**config.mk**
```make
export PLATFORM = sky130hd
export DESIGN_NAME = tsl_trigger_switch_loader
export DESIGN_NICKNAME = d
export VERILOG_FILES = /design/src/hw/tsl_pkg.sv /design/src/hw/tsl_route_matrix.sv /design/src/hw/tsl_trigger_switch_loader.sv
export VERILOG_INCLUDE_DIRS = /design/src /design/src/hw
export SDC_FILE = /design/constraint.sdc
export NUM_CORES = 1
export LEC_CHECK = 0
export ABC_AREA = 1
export BUFFER_PORTS_ARGS = -buffer_cell sky130_fd_sc_hd__buf_2
export CORE_MARGIN = 3
export CORE_UTILIZATION = 55
export CTS_BUF_LIST = sky130_fd_sc_hd__clkbuf_4 sky130_fd_sc_hd__clkbuf_8
export DETAILED_ROUTE_END_ITERATION = 10
export HOLD_SLACK_MARGIN = 0.05
export MAX_ROUTING_LAYER = met4
export PLACE_DENSITY = 0.78
export SYNTH_ARGS = -nofsm -noshare
export SYNTH_HDL_FRONTEND = slang
export SYNTH_SLANG_ARGS = --single-unit
```
**constraint.sdc**
```tcl
create_clock -name clk_sys -period 1.2 [get_ports clk_sys]
set_input_delay 0.06 -clock clk_sys [delete_from_list [all_inputs] [get_ports clk_sys]]
set_output_delay 0.06 -clock clk_sys [all_outputs]
set_load 0.01 [all_outputs]
```
**src/hw/tsl_defs.svh**
```systemverilog
// Summary of operation
// Serial-input register is byte wide, write only; bit 0 shifts into chain.
// Bits 7 to 1 of a serial-input write are ignored.
// Software makes exactly fifty-six serial writes to fill the pattern.
// A load-strobe write copies the whole chain into the control register.
// Software strobes only after all fifty-six bits are shifted in.
// Load strobe has no data bits; any written value triggers the copy.
// Active pattern routes trigger lines to and from request/acknowledge lines.
// Serial input sits at offset 0x10, load strobe at 0x12, 8-bit writes.
`ifndef TSL_DEFS_SVH
`define TSL_DEFS_SVH
`define TSL_OFF_SERIAL_IN  5'h10
`define TSL_OFF_LOAD_STRB  5'h12
`define TSL_OFF_STATUS     5'h14
`define TSL_SERIAL_BIT     0
`define TSL_CHAIN_BITS     56
`define TSL_N_LINES        7
`define TSL_N_SIG          4
`define TSL_LINE_CFG_W     8
`define TSL_CFG_SRC_LSB    0
`define TSL_CFG_OE_BIT     2
`define TSL_CFG_SINK_LSB   4
`define TSL_STAT_FULL_BIT  7
`define TSL_PATTERN_RST    56'h00000000000000
`define TSL_RDATA_RST      8'h00
`endif

```
**src/hw/tsl_pkg.sv**
```systemverilog
`include "tsl_defs.svh"
package tsl_pkg;
  typedef logic [`TSL_CHAIN_BITS-1:0] tsl_pattern_t;
  typedef logic [7:0]                 tsl_byte_t;
  typedef logic [6:0]                 tsl_count_t;
endpackage : tsl_pkg

```
**src/hw/tsl_route_matrix.sv**
```systemverilog
`timescale 1ns/1ns
`default_nettype none
`include "tsl_defs.svh"
module tsl_route_matrix #(
  parameter int N_LINES = `TSL_N_LINES,
  parameter int N_SIG   = `TSL_N_SIG
) (
  input  wire logic                          clk_sys,
  input  wire logic                          arst_n,
  input  wire logic [N_LINES*`TSL_LINE_CFG_W-1:0] pattern,
  input  wire logic [N_SIG-1:0]              board_sig_out,
  input  wire logic [N_LINES-1:0]            trig_in,
  output logic      [N_LINES-1:0]            trig_out,
  output logic      [N_LINES-1:0]            trig_oe,
  output logic      [N_SIG-1:0]              board_sig_in
);
  logic [N_SIG-1:0][N_LINES-1:0] hit;
  logic [N_LINES-1:0]            drv_nxt;
  logic [N_LINES-1:0]            oe_nxt;
  logic [N_SIG-1:0]              sink_nxt;
  logic [N_LINES-1:0]            drv_r;
  logic [N_LINES-1:0]            oe_r;
  logic [N_SIG-1:0]              sink_r;

  if (N_SIG != 4) $error("tsl_route_matrix: N_SIG must be 4");

  // Per trigger line: source select, drive enable, sink enables
  for (genvar i = 0; i < N_LINES; i++)
  begin : g_line
    wire logic [`TSL_LINE_CFG_W-1:0] cfg = pattern[i*`TSL_LINE_CFG_W +: `TSL_LINE_CFG_W];
    assign drv_nxt[i] = board_sig_out[cfg[`TSL_CFG_SRC_LSB +: 2]];
    assign oe_nxt[i]  = cfg[`TSL_CFG_OE_BIT];
    for (genvar j = 0; j < N_SIG; j++)
    begin : g_sink
      assign hit[j][i] = cfg[`TSL_CFG_SINK_LSB+j] & trig_in[i];
    end
  end
  for (genvar j = 0; j < N_SIG; j++)
  begin : g_sig
    assign sink_nxt[j] = |hit[j];
  end

  always_ff @(posedge clk_sys or negedge arst_n)
  begin
    if (!arst_n)
    begin
      drv_r  <= '0;
      oe_r   <= '0;
      sink_r <= '0;
    end
    else
    begin
      drv_r  <= drv_nxt;
      oe_r   <= oe_nxt;
      sink_r <= sink_nxt;
    end
  end

  assign trig_out     = drv_r;
  assign trig_oe      = oe_r;
  assign board_sig_in = sink_r;
endmodule : tsl_route_matrix
`default_nettype wire

```
**src/hw/tsl_trigger_switch_loader.sv**
```systemverilog
// Design decision made here: the strobed register port.
`timescale 1ns/1ns
`default_nettype none
`include "tsl_defs.svh"
module tsl_trigger_switch_loader #(
  parameter int CHAIN_BITS = `TSL_CHAIN_BITS,
  parameter int N_LINES    = `TSL_N_LINES,
  parameter int N_SIG      = `TSL_N_SIG
) (
  input  wire logic                  clk_sys,
  input  wire logic                  arst_n,
  input  wire logic [4:0]            reg_addr,
  input  wire logic [7:0]            reg_wdata,
  input  wire logic                  reg_wr,
  input  wire logic                  reg_rd,
  output logic      [7:0]            reg_rdata,
  input  wire logic [N_SIG-1:0]      board_sig_out,
  output logic      [N_SIG-1:0]      board_sig_in,
  input  wire logic [N_LINES-1:0]    trig_in,
  output logic      [N_LINES-1:0]    trig_out,
  output logic      [N_LINES-1:0]    trig_oe
);
  if (CHAIN_BITS != N_LINES * `TSL_LINE_CFG_W)
    $error("tsl_trigger_switch_loader: CHAIN_BITS must be N_LINES*8");
  if (CHAIN_BITS < 2 || CHAIN_BITS > 127)
    $error("tsl_trigger_switch_loader: CHAIN_BITS out of range");
  if (N_SIG != 4)
    $error("tsl_trigger_switch_loader: N_SIG must be 4");
  if (N_LINES < 1)
    $error("tsl_trigger_switch_loader: N_LINES must be at least 1");

  localparam tsl_pkg::tsl_count_t CHAIN_CNT = 7'(CHAIN_BITS);

  logic [CHAIN_BITS-1:0] shift_r;
  logic [CHAIN_BITS-1:0] shift_nxt;
  logic [CHAIN_BITS-1:0] ctrl_r;
  logic [CHAIN_BITS-1:0] ctrl_nxt;
  tsl_pkg::tsl_count_t   cnt_r;
  tsl_pkg::tsl_count_t   cnt_nxt;
  tsl_pkg::tsl_byte_t    rdata_r;
  tsl_pkg::tsl_byte_t    rdata_nxt;
  tsl_pkg::tsl_byte_t    status_byte;
  logic                  hit_ser;
  logic                  hit_strb;
  logic                  hit_stat;
  logic                  full;

  // Address decode
  assign hit_ser  = reg_wr && (reg_addr == `TSL_OFF_SERIAL_IN);
  assign hit_strb = reg_wr && (reg_addr == `TSL_OFF_LOAD_STRB);
  assign hit_stat = reg_rd && (reg_addr == `TSL_OFF_STATUS);

  // Shift chain takes only bit 0 of the written byte
  assign shift_nxt = hit_ser ? {shift_r[CHAIN_BITS-2:0], reg_wdata[`TSL_SERIAL_BIT]}
                             : shift_r;

  // Whole chain copied in one step, data byte ignored
  assign ctrl_nxt = hit_strb ? shift_r : ctrl_r;

  // Bits shifted since last strobe, saturating at a full pattern
  assign full    = (cnt_r == CHAIN_CNT);
  assign cnt_nxt = hit_strb               ? 7'h00 :
                   (hit_ser && !full)     ? 7'(cnt_r + 7'h01) :
                   cnt_r;

  assign status_byte = {full, cnt_r};

  // Write-only locations and unmapped reads answer zero
  assign rdata_nxt = hit_stat ? status_byte : `TSL_RDATA_RST;

  always_ff @(posedge clk_sys or negedge arst_n)
  begin
    if (!arst_n)
    begin
      shift_r <= CHAIN_BITS'(`TSL_PATTERN_RST);
      ctrl_r  <= CHAIN_BITS'(`TSL_PATTERN_RST);
      cnt_r   <= 7'h00;
      rdata_r <= `TSL_RDATA_RST;
    end
    else
    begin
      shift_r <= shift_nxt;
      ctrl_r  <= ctrl_nxt;
      cnt_r   <= cnt_nxt;
      rdata_r <= rdata_nxt;
    end
  end

  assign reg_rdata = rdata_r;

  // Routing of the active pattern
  tsl_route_matrix #(
    .N_LINES (N_LINES),
    .N_SIG   (N_SIG)
  ) u_route (
    .clk_sys       (clk_sys),
    .arst_n        (arst_n),
    .pattern       (ctrl_r),
    .board_sig_out (board_sig_out),
    .trig_in       (trig_in),
    .trig_out      (trig_out),
    .trig_oe       (trig_oe),
    .board_sig_in  (board_sig_in)
  );

  // Per trigger line: drive level and enable follow the active pattern
  for (genvar i = 0; i < N_LINES; i++)
  begin : g_route_chk

  end
endmodule : tsl_trigger_switch_loader
`default_nettype wire

```
# --- Yosys cells after proc, flatten, opt, wreduce, memory -nomap -nowiden ---
# Index checks and enable logic that the tools add are counted.
word_totals:
  output_inout_bits: 26
  ff_bits: 145
  wordCells: 74
  in_bits: 28
classes:
  n_bitwise: 28
  n_eq_ne: 4
  muxes: 17
  n_reduce_logical: 10
  n_lt_le_gt_ge: 7
  n_addsub: 1
ops:
  columns: ["operator", "count"]
  rows:
  - ["$and A1 B1 Y1", 28]
  - ["$reduce_or A7 Y1", 4]
  - ["$lt A2 B3 Y1 const B", 7]
  - ["$eq A5 B5 Y1 const B", 3]
  - ["$bmux W1 S2", 7]
  - ["$mux W7", 2]
  - ["$mux W8", 1]
  - ["$add A7 B1 Y7 const B", 1]
  - ["$eq A7 B6 Y1 const B", 1]
  - ["$mux W1", 7]
  - ["$logic_and A1 B1 Y1", 4]
  - ["$reduce_bool A2 Y1", 1]
  - ["$logic_not A1 Y1", 1]

# --- Depth between registers and ports, before layout ---
# Gate-level depths: netlist of the first run.
depth:
  depth_word: 5
  depth_mapped: 8
  mapped_depth_nobuf: 8

# --- By module ---
# Synthesis of the first run repeated with hierarchy kept, for this count alone.
hier_totals:
  hier_cells: 639
  area_unflattened_um2: 6012.0
by_module_without_submodules:
  columns: ["mod", "seq_area_each_um2", "instances", "cells_each", "area_each_um2"]
  rows:
  - ["tsl_trigger_switch_loader", 3178.0, 1, 505, 5091.1]
  - ["tsl_route_matrix", 450.4, 1, 134, 920.9]

# --- Least setup slack after synthesis of the first run ---
# Ideal clock, no wire load.
synth_timing:
  path_type: "flip-flop to flip-flop"
  start: "register cnt_r[0]"
  end: "register cnt_r[5]"
  setup_slack_ps: -62
  setup_ps: 65
  n_path_buf: 0
  path_stages_with_launch: 9
  t_arrival_ps: 1197
  required_time_ps: 1135
  synth_period_minus_slack_ps: 1262
  cell_sequence: "dfrtp_1 inv_1 ha_1 nand3_1 nor2_1 nor2_4 nor2_4 nand2_1 nand2_1"
synth_via:
  elab_chain_cells: 4
  elab_cells_between_ends: 7
  classes_between: "1 x add/sub; 1 x eq/ne; 2 x mux; 3 x reduce/logical"
synth_lines:
  columns: ["element", "line_no", "source"]
  rows:
  - ["start: declaration", "tsl_trigger_switch_loader.sv:38", "tsl_pkg::tsl_count_t cnt_r;"]
  - ["start signal: assignment", "tsl_trigger_switch_loader.sv:84", "cnt_r <= cnt_nxt;"]
  - ["branches (longest 4 deep; another with $add A7 B1 Y7)", null, null]
# Several ways; the timed one is not identified. The select of a mux whose other input is x is not followed.
# A chain may end at the register's enable or synchronous reset.

# --- Worst setup path after layout of the first run ---
layout_timing:
  start: "register cnt_r[1]"
  end: "register cnt_r[0]"
layout_via:
  elab_chain_cells: 4
layout_lines:
  columns: ["element", "line_no", "source"]
  rows:
  - ["$eq A7 B6 Y1", "tsl_trigger_switch_loader.sv:61", "assign full = (cnt_r == CHAIN_CNT);"]
  - ["$logic_not A1 Y1", "tsl_trigger_switch_loader.sv:63", "(hit_ser && !full) ? 7'(cnt_r + 7'h01) :"]
  - ["$logic_and A1 B1 Y1", "tsl_trigger_switch_loader.sv:63", null]
  - ["$reduce_bool A2 Y1 (no source line)", null, null]
# Every way passes these cells.

==> flow_summary_export.csv, run 1 <==
group,metric,value,unit
detailed_routing,via_per_inst,5.214,
placement,preCtsSetupSlack,-195.6,ps
finish,final_util,67.06,%
yosys,synth_area_leaders,"dfrtp_1 (62%), nand2_1 (11%), o21ai_0 (5.5%), inv_1 (4.6%), buf_6 (2.8%)",
setup_path,slowest_stage,"dfrtp_1",
setup_path,critPathLaunch,"cnt_r[1]",
finish,nets,678,
setup_path,r2r-start,"cnt_r[1]",
detailed_routing,wl,11310,um
sta,setup_viol_count_final,7,
sta,final.min_clock_period,1327,ps
sta,skew,8.580,ps
floorplan,die_h,106.5,um
detailed_routing,wl_per_cell,14.26,um
sta,final-hold-violation-count,0,
flow_run,cap_violations,0,
yosys,netlist_top_cells_count,"nand2_1 (169), dfrtp_1 (138), inv_1 (68)",
yosys,synth_cells,571,
clocking,cts_tree,"done",
setup_path,rrSetupSlack,-130,ps
worst_hold_path,hp-start,"reg_addr[2]",
setup_path,cp_num_buf_inv,1,
power,power.density,1587,nW/um^2
placement,dp_hpwl,7475,um
setup_path,required,1570,ps
power,ir_drop,826.6,uV
global_route,grt_max_degree,53,
sta,slew_headroom,76.42,%
detailed_routing,drt_iter0_drc,307,
finish,area_growth,18.51,%
finish,drive_gt1_share,18.79,%
yosys,ys_ff_latch,138,
yosys,ys_warn_count,0,
sta,max_freq,0.7538,GHz
placement,place.gp.congestion,0.8194,
setup_path,critPathArrivalTime,1700,ps
clocking,cts_made_buffers,17,
floorplan,rows,36,
detailed_routing,vias,4135,
global_route,gr-total-overflow,0,
yosys,syn_area,5557,sq um
yosys,syn-num-nets,601,
yosys,async_flop_share,100.0,%
clocking,clkTransAtPathRegs,80,ps
setup_path,critical_path.max_stage_delay,420,ps
yosys,ys_seq_area_share,62.15,%
sta,slew_viol_final,0,
yosys,synth_top_area_share,62.15,%
yosys,yosysUniqueCellTypes,25,
floorplan,core_area,9819,sq um
setup_path,path_delay_family,"simple AND/OR/NAND/NOR gates",
yosys,synth_edf_count,0,
clocking,clockBufferDepth,2,
sta,rsz0062_at_grt,"true",
global_route,grt_antenna_before_repair,0,
setup_path,crit_top_cell,"nor2_4",
clocking,root_buffer,"clkbuf_8",
clocking,htreeDepth,4,
placement,portBuffers,46,
sta,period_share,110.6,%
outcome,violations,"negative setup slack",
setup_path,worstSetupPathType,"flip-flop to flip-flop",
setup_path,worstPathMaxFanout,7,
finish,diodes,0,
setup_path,start_kind,"flip-flop",
floorplan,die-area,11350,sq um
yosys,yosysTopAreaCell,"dfrtp_1",
power,power_leakage,3.189,nW
floorplan,fp.dieW,106.5,um
yosys,yosysMostFrequentCell,"nand2_1",
global_route,grt_first_pass_wirelength,19160,um
clocking,worstSkewPairLatency,440,ps
detailed_routing,ant_nets,0,
sta,tightest_slew,352.7,ps
detailed_routing,drc,0,
setup_path,crit_chain,"inv_2 > ha_4 > nand3_4 > nor2_4 > nor2_4 > nor2_4 > nand2_1 > nand2_1",
yosys,syn_avg_cell_area,9.731,sq um
sta,worst_slack,-126.7,ps
floorplan,start_util,56.59,%
detailed_routing,first_pass_iters,5,
outcome,status,"complete, but fails checks",
clocking,cts_sinks,138,
global_route,grt_util_all_layers,22.14,%
worst_hold_path,hp-class,"input port to flip-flop",
global_route,grt_pass1_vias,4259,
yosys,synth_ff_type,"dfrtp_1",
setup_path,critPathCaptureType,"flip-flop",
floorplan,io_pins,54,
kinds of logic after synthesis:
group	share of synthesized area, %
AO/OA/AOI/OAI	13.22
XOR/XNOR	0.1577
adder cells (fa/ha/maj)	0.4503
buffers and inverters	8.467
flip-flops	62.15
AND/OR/NAND/NOR	15.56
sequential cells by signal, indices dropped and copies added, names as in the netlist:
signal	count
cnt_r	7
reg_rdata	8
u_route.board_sig_in	4
ctrl_r	49
u_route.trig_out	7
shift_r	56
u_route.trig_oe	7
layout make-up:
type	count	area [sq um]
clock buffers	17	234.0
inverters	68	255.2
flip-flops and latches	138	3453
multi-input cells	342	1673
well taps	133	166.4
fillers	753	3234
clock inverters	14	173.9
repair buffers	81	629.4
final timing paths:
check	end	depth (start not counted)
worst max-delay path	cnt_r[0]	8
worst min-delay path	reg_rdata[6]	3
worst max register to register	cnt_r[0]	8
worst min register to register	u_route.trig_oe[6]	0
max in group asynchronous	ctrl_r[38]	4
min in group asynchronous	u_route.trig_oe[6]	3
routing by layer:
metal	share of wire, %	wire (um)	up-vias	track usage [%]
li1	-	-	1980	-
met1	43	4895	2053	27.54
met2	51	5739	85	36.02
met3	4.4	503	17	4.736
met4	1.5	169	0	8.402
met5	0	0	-	-
per-stage QoR:
stage	cell area [sq um]	power [mW]	std cells	setup TNS, ps	hold WS [ps]
2_1_floorplan	5589	6.079	571	0	-235.6
3_3_place_gp	5974	6.499	744	-412.8	-66.72
3_5_place_dp	5974	6.575	744	-1204	-65.35
4_1_cts	6545	10.48	792	-697.9	62.40
5_1_grt	6585	10.93	793	-1422	94.85
6_report	6585	10.45	793	-704.2	93.88
worst register-to-register path, delay by kind of cell (launching register included):
kind,cells,cell delay (ps)
flops,1,420
buf+inv,1,90
simple gates,6,610
fa+ha+maj,1,140
power breakdown:
part	switching [mW]	internal (mW)
clock network	1.82	2.05
logic	0.723	0.489
registers	0.249	5.12
total	2.79	7.66
what timing repair did:
item                                    4_1_cts  5_1_grt
gates resized for setup                       0        3
buffers inserted                              3        0
hold buffers                                 14        0
endpoints found under the setup margin        7       80
hold endpoints to repair                    150        0
cloned                                        0        1
pin swaps                                     7        3
cell usage in the layout (no fill, tap or decap):
cell type / Yosys / routed
ha_4: 0 / 1
buf_4: 1 / 13
o21ai_1: 23 / 23
clkinv_4: 0 / 3
clkinvlp_4: 0 / 4
dfrtp_1: 138 / 138
nor2_1: 20 / 19
inv_1: 68 / 66
o21ai_0: 61 / 61
a221oi_1: 2 / 2
nand3b_1: 2 / 2
buf_16: 0 / 1
nand3_1: 7 / 6
nand3_4: 1 / 3
clkinv_2: 0 / 2
nand2_1: 169 / 169
buf_12: 0 / 4
a21oi_1: 19 / 19
clkbuf_8: 2 / 17
xor2_1: 1 / 1
o21ai_2: 15 / 15
a22o_1: 1 / 1
nor2_4: 2 / 3
buf_6: 14 / 3
clkbuf_16: 0 / 1
inv_6: 0 / 2
nor3_1: 1 / 1
buf_2: 0 / 45
nand4_1: 6 / 6
ha_1: 2 / 1
inv_2: 0 / 2
bufinv_16: 0 / 3
dlygate4sd3_1: 0 / 14
a32oi_1: 7 / 7
nor2_2: 2 / 2
No activity file was read; power rests on OpenSTA's default activity.
==> run 2: changes to the inputs <==
- PLACE_DENSITY: 0.78 -> 0.76
==> run 2 against run 1 <==
The flow still finishes with violations (negative setup slack). Non-clock buffer count decreased by 1. Combinational power about the same. Routed wire length decreased by 2.8%. First-iteration DRC count decreased by 20%. Clock-buffer cell count increased by 7. Via count decreased by 2.6%. Critical path depth unchanged. Critical path type unchanged. Critical endpoint is now cnt_r[1]. Largest power group unchanged.
==> flow_summary_export.csv, run 2 (same netlist as run 1, synthesis figures left out) <==
group,metric,value,unit
outcome,status,"complete, but fails checks",
outcome,violations,"negative setup slack",
clocking,cts_tree,"done",
floorplan,die_h,106.5,um
power,power_leakage,3.167,nW
setup_path,critPathArrivalTime,1660,ps
finish,diodes,0,
sta,fin_setup_tns,-509.3,ps
finish,largest-register,"shift_r",
clocking,cts_resized,0,
clocking,clkTransAtPathRegs,70,ps
setup_path,required,1580,ps
floorplan,die-area,11350,sq um
finish,drive_gt1_share,18.51,%
sta,slew_headroom,77.09,%
clocking,root_buffer,"clkbuf_8",
finish,fin_cells,792,
finish,area_growth,17.43,%
finish,layout_commonest_cell,"nand2_1",
clocking,worstSkewPairLatency,440,ps
finish,nets,677,
finish,final_cell_mix,"nand2_1 (169), dfrtp_1 (138), inv_1 (66)",
sta,slew_viol_final,0,
global_route,grt_first_pass_wirelength,18710,um
power,netSwitchingFraction,25.94,%
setup_path,critPathLaunch,"cnt_r[1]",
sta,skew,5.755,ps
placement,placedCellCount,743,
setup_path,start_kind,"flip-flop",
placement,place.gp.congestion,0.8165,
power,intPower,7.471,mW
sta,final.min_clock_period,1274,ps
clocking,clockBufferDepth,2,
floorplan,core_area,9819,sq um
finish,largest_register_ffs,56,
global_route,grt_antenna_before_repair,0,
setup_path,r2r-start,"cnt_r[1]",
placement,dp_hpwl,7185,um
setup_path,worstPathMaxFanout,8,
floorplan,rows,36,
detailed_routing,via_per_inst,5.085,
sta,rsz0062_at_grt,"true",
power,seqPwrFrac,53.2,%
detailed_routing,wl_per_cell,13.87,um
clocking,cts_sinks,138,
placement,portBuffers,46,
placement,dpl_cell_area,5979,sq um
flow_run,cap_violations,0,
setup_path,worstSetupPathType,"flip-flop to flip-flop",
finish,nFillCells,816,
sta,tightest_slew,343.6,ps
power,power_switching,2.617,mW
power,power.density,1546,nW/um^2
sta,period_share,106.2,%
detailed_routing,first_pass_iters,5,
global_route,gr-total-overflow,0,
global_route,grt_max_degree,84,
sta,final-hold-violation-count,0,
sta,setup_viol_count_final,8,
clocking,cts_made_buffers,17,
detailed_routing,drc,0,
power,clkPwrFrac,35.0,%
detailed_routing,vias,4027,
floorplan,start_util,56.59,%
power,ir_drop,833.4,uV
detailed_routing,ant_nets,0,
sta,worst_slack,-74.42,ps
setup_path,critPathCaptureType,"flip-flop",
global_route,grt_util_all_layers,22.00,%
sta,max_freq,0.7847,GHz
detailed_routing,drt_iter0_drc,245,
floorplan,io_pins,54,
floorplan,fp.dieW,106.5,um
worst_hold_path,hp-class,"input port to async pin",
detailed_routing,wl,10990,um
global_route,grt_pass1_vias,3965,
clocking,htreeDepth,4,
finish,fin_area,6525,sq um
power,power_frac_comb,11.8,%
## run 2: worst paths after layout
path / end / slack (ps) / cells past startpoint
max reg2reg: cnt_r[1] / -70 / 8
max: cnt_r[1] / -70 / 8
min reg2reg: u_route.trig_oe[4] / 380 / 0
min: u_route.trig_oe[6] / 80 / 2
max in group asynchronous: ctrl_r[7] / 610 / 3
min in group clk_sys: reg_rdata[5] / 80 / 4
## run 2: critical path, cell delays in order (launching register included)
cell,delay (ps)
dfrtp_1,410
inv_2,100
ha_4,150
nand3_4,70
nor2_4,110
nor2_4,70
nor2_4,160
nand2_1,70
nand2_1,60
## run 2: routing by layer
| metal | GRT usage, % | part of all wire [%] | wire length [um] |
|---|---|---|---|
| met4 | 9.224 | 2.3 | 248 |
| met1 | 28.03 | 45 | 4987 |
| met3 | 5.586 | 3.5 | 388 |
| met2 | 33.94 | 49 | 5361 |
| met5 | - | 0 | 0 |
## run 2: per-stage QoR
stage	utilization [%]	setup WS, ps	hold WS, ps	power (mW)
after detailed placement	60.89	-133.4	-20.57	6.591
after CTS	66.37	-74.19	41.80	10.16
after global routing	66.45	-200.4	81.00	10.59
after global placement	60.89	-64.06	-22.15	6.515
final	66.45	-74.42	79.67	10.09
after floorplan	-	3.777	-235.6	6.079
## run 2: timing repair
item                       4_1_cts  5_1_grt
buffers inserted                 2        1
pin swaps                        5        4
hold endpoints to repair       154        0
setup endpoints to repair        7        8
hold buffers                    15        0
## run 2: cell type report
type | instances | area [sq um] | share of cell area (%)
Timing Repair Buffer | 80 | 604.3 | 9.262
Clock inverter | 7 | 67.56 | 1.035
Clock buffer | 24 | 305.3 | 4.679
Tap cell | 133 | 166.4 | 2.550
Multi-Input combinational cell | 342 | 1673 | 25.64
Inverter | 68 | 255.2 | 3.912
Sequential cell | 138 | 3453 | 52.92
## run 2: power groups by stage
stage | logic [mW] | clock network, mW | registers [mW]
6_report | 1.19 | 3.53 | 5.37
5_1_grt | 1.36 | 3.81 | 5.42
2_1_floorplan | 0.650 | 0 | 5.43
3_3_place_gp | 1.08 | 0 | 5.43
4_1_cts | 1.20 | 3.60 | 5.36
3_5_place_dp | 1.15 | 0 | 5.44
==> run 3: changes to the inputs <==
- ABC_AREA: 1 -> unset
==> run 3 against run 2 <==
Largest power group unchanged. The run still ends with negative setup slack left. Global-route usage decreased by 1.4 points. Combinational power decreased by 44%. Worst hold slack improved by 11 ps. Sequential share of layout area decreased by 2.4 points.
==> flow_summary_export.csv, run 3 <==
group,metric,value,unit
setup_path,critPathCaptureType,"flip-flop",
clocking,cts_made_buffers,17,
detailed_routing,via_per_inst,5.416,
finish,diodes,0,
sta,final.min_clock_period,1449,ps
finish,nets,463,
yosys,ys_seq_area_share,62.39,%
sta,slew_headroom,70.23,%
detailed_routing,wl_per_cell,18.09,um
placement,dp_hpwl,6990,um
setup_path,rrSetupSlack,-250,ps
sta,skew,9.301,ps
detailed_routing,first_pass_iters,6,
yosys,synth_cells,331,
yosys,async_flop_share,100.0,%
sta,max_freq,0.6902,GHz
detailed_routing,drt_iter0_drc,168,
yosys,syn_area,5535,sq um
outcome,violations,"negative setup slack",
sta,tightest_slew,446.6,ps
flow_run,cap_violations,0,
power,power_leakage,3.532,nW
yosys,ys_ff_latch,138,
power,clkPwrFrac,42.9,%
detailed_routing,drc,0,
clocking,clockBufferDepth,2,
finish,area_growth,23.64,%
global_route,gr-total-overflow,0,
finish,largest-register,"shift_r",
floorplan,rows,35,
yosys,synth_top_area_share,62.39,%
floorplan,start_util,58.25,%
yosys,yosysUniqueCellTypes,34,
power,ir_drop,912.5,uV
placement,portBuffers,46,
floorplan,die-area,11300,sq um
clocking,worstSkewPairLatency,430,ps
yosys,synth_ff_type,"dfrtp_1",
power,power_frac_comb,7.1,%
yosys,syn_avg_cell_area,16.72,sq um
finish,fin_cells,575,
floorplan,core_area,9503,sq um
sta,period_share,120.7,%
finish,final_cell_mix,"dfrtp_1 (137), mux2_2 (58), buf_2 (45)",
finish,drive_gt1_share,51.79,%
clocking,clkTransAtPathRegs,80,ps
yosys,netlist_top_cells_count,"dfrtp_1 (138), mux2_2 (58), mux2_4 (40)",
clocking,root_buffer,"clkbuf_8",
setup_path,required,1540,ps
sta,worst_slack,-248.9,ps
yosys,syn-num-nets,361,
worst_hold_path,hp-class,"input port to flip-flop",
placement,placedCellCount,520,
finish,nFillCells,602,
power,power.density,1385,nW/um^2
yosys,yosysMostFrequentCell,"dfrtp_1",
setup_path,start_kind,"flip-flop",
setup_path,worstSetupPathType,"flip-flop to flip-flop",
floorplan,fp.dieW,106.3,um
power,intPower,7.361,mW
global_route,grt_util_all_layers,20.60,%
floorplan,die_h,106.3,um
setup_path,critPathArrivalTime,1790,ps
sta,final-hold-violation-count,0,
power,netSwitchingFraction,22.36,%
sta,setup_viol_count_final,7,
clocking,cts_tree,"done",
yosys,synth_area_leaders,"dfrtp_1 (62%), mux2_2 (12%), mux2_4 (11%), mux4_2 (2.8%), buf_12 (1.4%)",
global_route,grt_pass1_vias,3376,
detailed_routing,vias,3114,
power,power_switching,2.119,mW
clocking,cts_sinks,138,
finish,layout_commonest_cell,"dfrtp_1",
floorplan,io_pins,54,
yosys,ys_warn_count,0,
yosys,synth_edf_count,0,
yosys,yosysTopAreaCell,"dfrtp_1",
sta,rsz0062_at_grt,"true",
placement,place.gp.congestion,0.8166,
detailed_routing,wl,10400,um
global_route,grt_max_degree,42,
detailed_routing,ant_nets,0,
outcome,status,"complete, but fails checks",
power,seqPwrFrac,50.0,%
setup_path,worstPathMaxFanout,3,
global_route,grt_antenna_before_repair,0,
sta,slew_viol_final,0,
global_route,grt_first_pass_wirelength,17240,um
sta,fin_setup_tns,-1260,ps
clocking,htreeDepth,4,
finish,largest_register_ffs,56,
[run 3: changes by cell type after synthesis, sizes merged, moves of 5 or more]
cell,delta
nand4,-5
nor2,-21
nand2,-169
o21ai,-95
mux4,+7
mux2,+105
a21oi,-16
a32oi,-7
inv,-63
a22oi,+8
[run 3: worst max-delay path: stages (launching register included)]
cell	delay [ps]
dfrtp_1	370
inv_1	80
ha_4	160
nor3b_4	140
a211o_1	360
a211oi_2	250
[run 3: logic make-up (layout without fill, tap and decap cells)]
logic type	count (synthesis)	in the layout	share of synthesized area, %
flip-flops	138	138	62.39
multiplexers	116	116	27.64
AND/OR/NAND/NOR	31	31	3.459
AO/OA/AOI/OAI	24	24	3.142
buffers and inverters	20	135	2.916
adder cells (fa/ha/maj)	2	2	0.4520
[run 3: final timing paths]
kind,to,from,cells past startpoint
max in group asynchronous,ctrl_r[52],arst_n,3
max,cnt_r[2],cnt_r[1],5
max reg2reg,cnt_r[2],cnt_r[1],5
min in group asynchronous,ctrl_r[42],arst_n,2
min,cnt_r[6],reg_addr[0],4
min reg2reg,u_route.trig_oe[6],ctrl_r[50],0
[run 3: power by group through the flow]
stage	clock, mW	sequential, mW	combinational, mW
4_1_cts	4.15	4.74	0.549
6_report	4.07	4.74	0.668
5_1_grt	4.33	4.75	0.737
3_5_place_dp	0	4.83	0.481
3_3_place_gp	0	4.83	0.467
2_1_floorplan	0	4.83	0.166
[run 3: area by class of cell]
| cell class | count | area (sq um) | share of cell area (%) |
|---|---|---|---|
| flip-flops and latches | 138 | 3455 | 50.48 |
| multi-input cells | 173 | 2004 | 29.29 |
| clock buffers | 18 | 241.5 | 3.528 |
| well taps | 129 | 161.4 | 2.358 |
| repair buffers | 98 | 768.2 | 11.22 |
| inverters | 5 | 18.77 | 0.2742 |
| clock inverters | 14 | 195.2 | 2.852 |
[run 3: timing repair]
action                                  4_1_cts  5_1_grt
gates resized for setup                       4       11
hold buffers                                 17        0
setup buffers                                 2        5
endpoints found under the setup margin        7        8
hold endpoints to repair                    154        0
pin swaps                                     3        6
[run 3: through the flow]
stage / utilization, % / hold WS (ps) / total power, mW / setup slack (ps) / area [sq um]
global placement: 64.31 / 2.040 / 5.293 / -282.0 / 6111
floorplan: - / -235.6 / 4.999 / -143.7 / 5549
CTS: 71.17 / 66.99 / 9.438 / -225.1 / 6763
finish: 72.02 / 90.86 / 9.480 / -248.9 / 6844
detailed placement: 64.31 / 3.106 / 5.313 / -312.9 / 6111
global route: 72.02 / 91.95 / 9.817 / -324.5 / 6844
[run 3: per-layer routing]
metal  track usage [%]  up-vias  routed length [um]
met5                 -        -                   0
met4             8.511        0                 202
met3             5.222       15                 303
met2             31.72       60                5251
met1             26.34     1621                4644
li1                  -     1418                   -
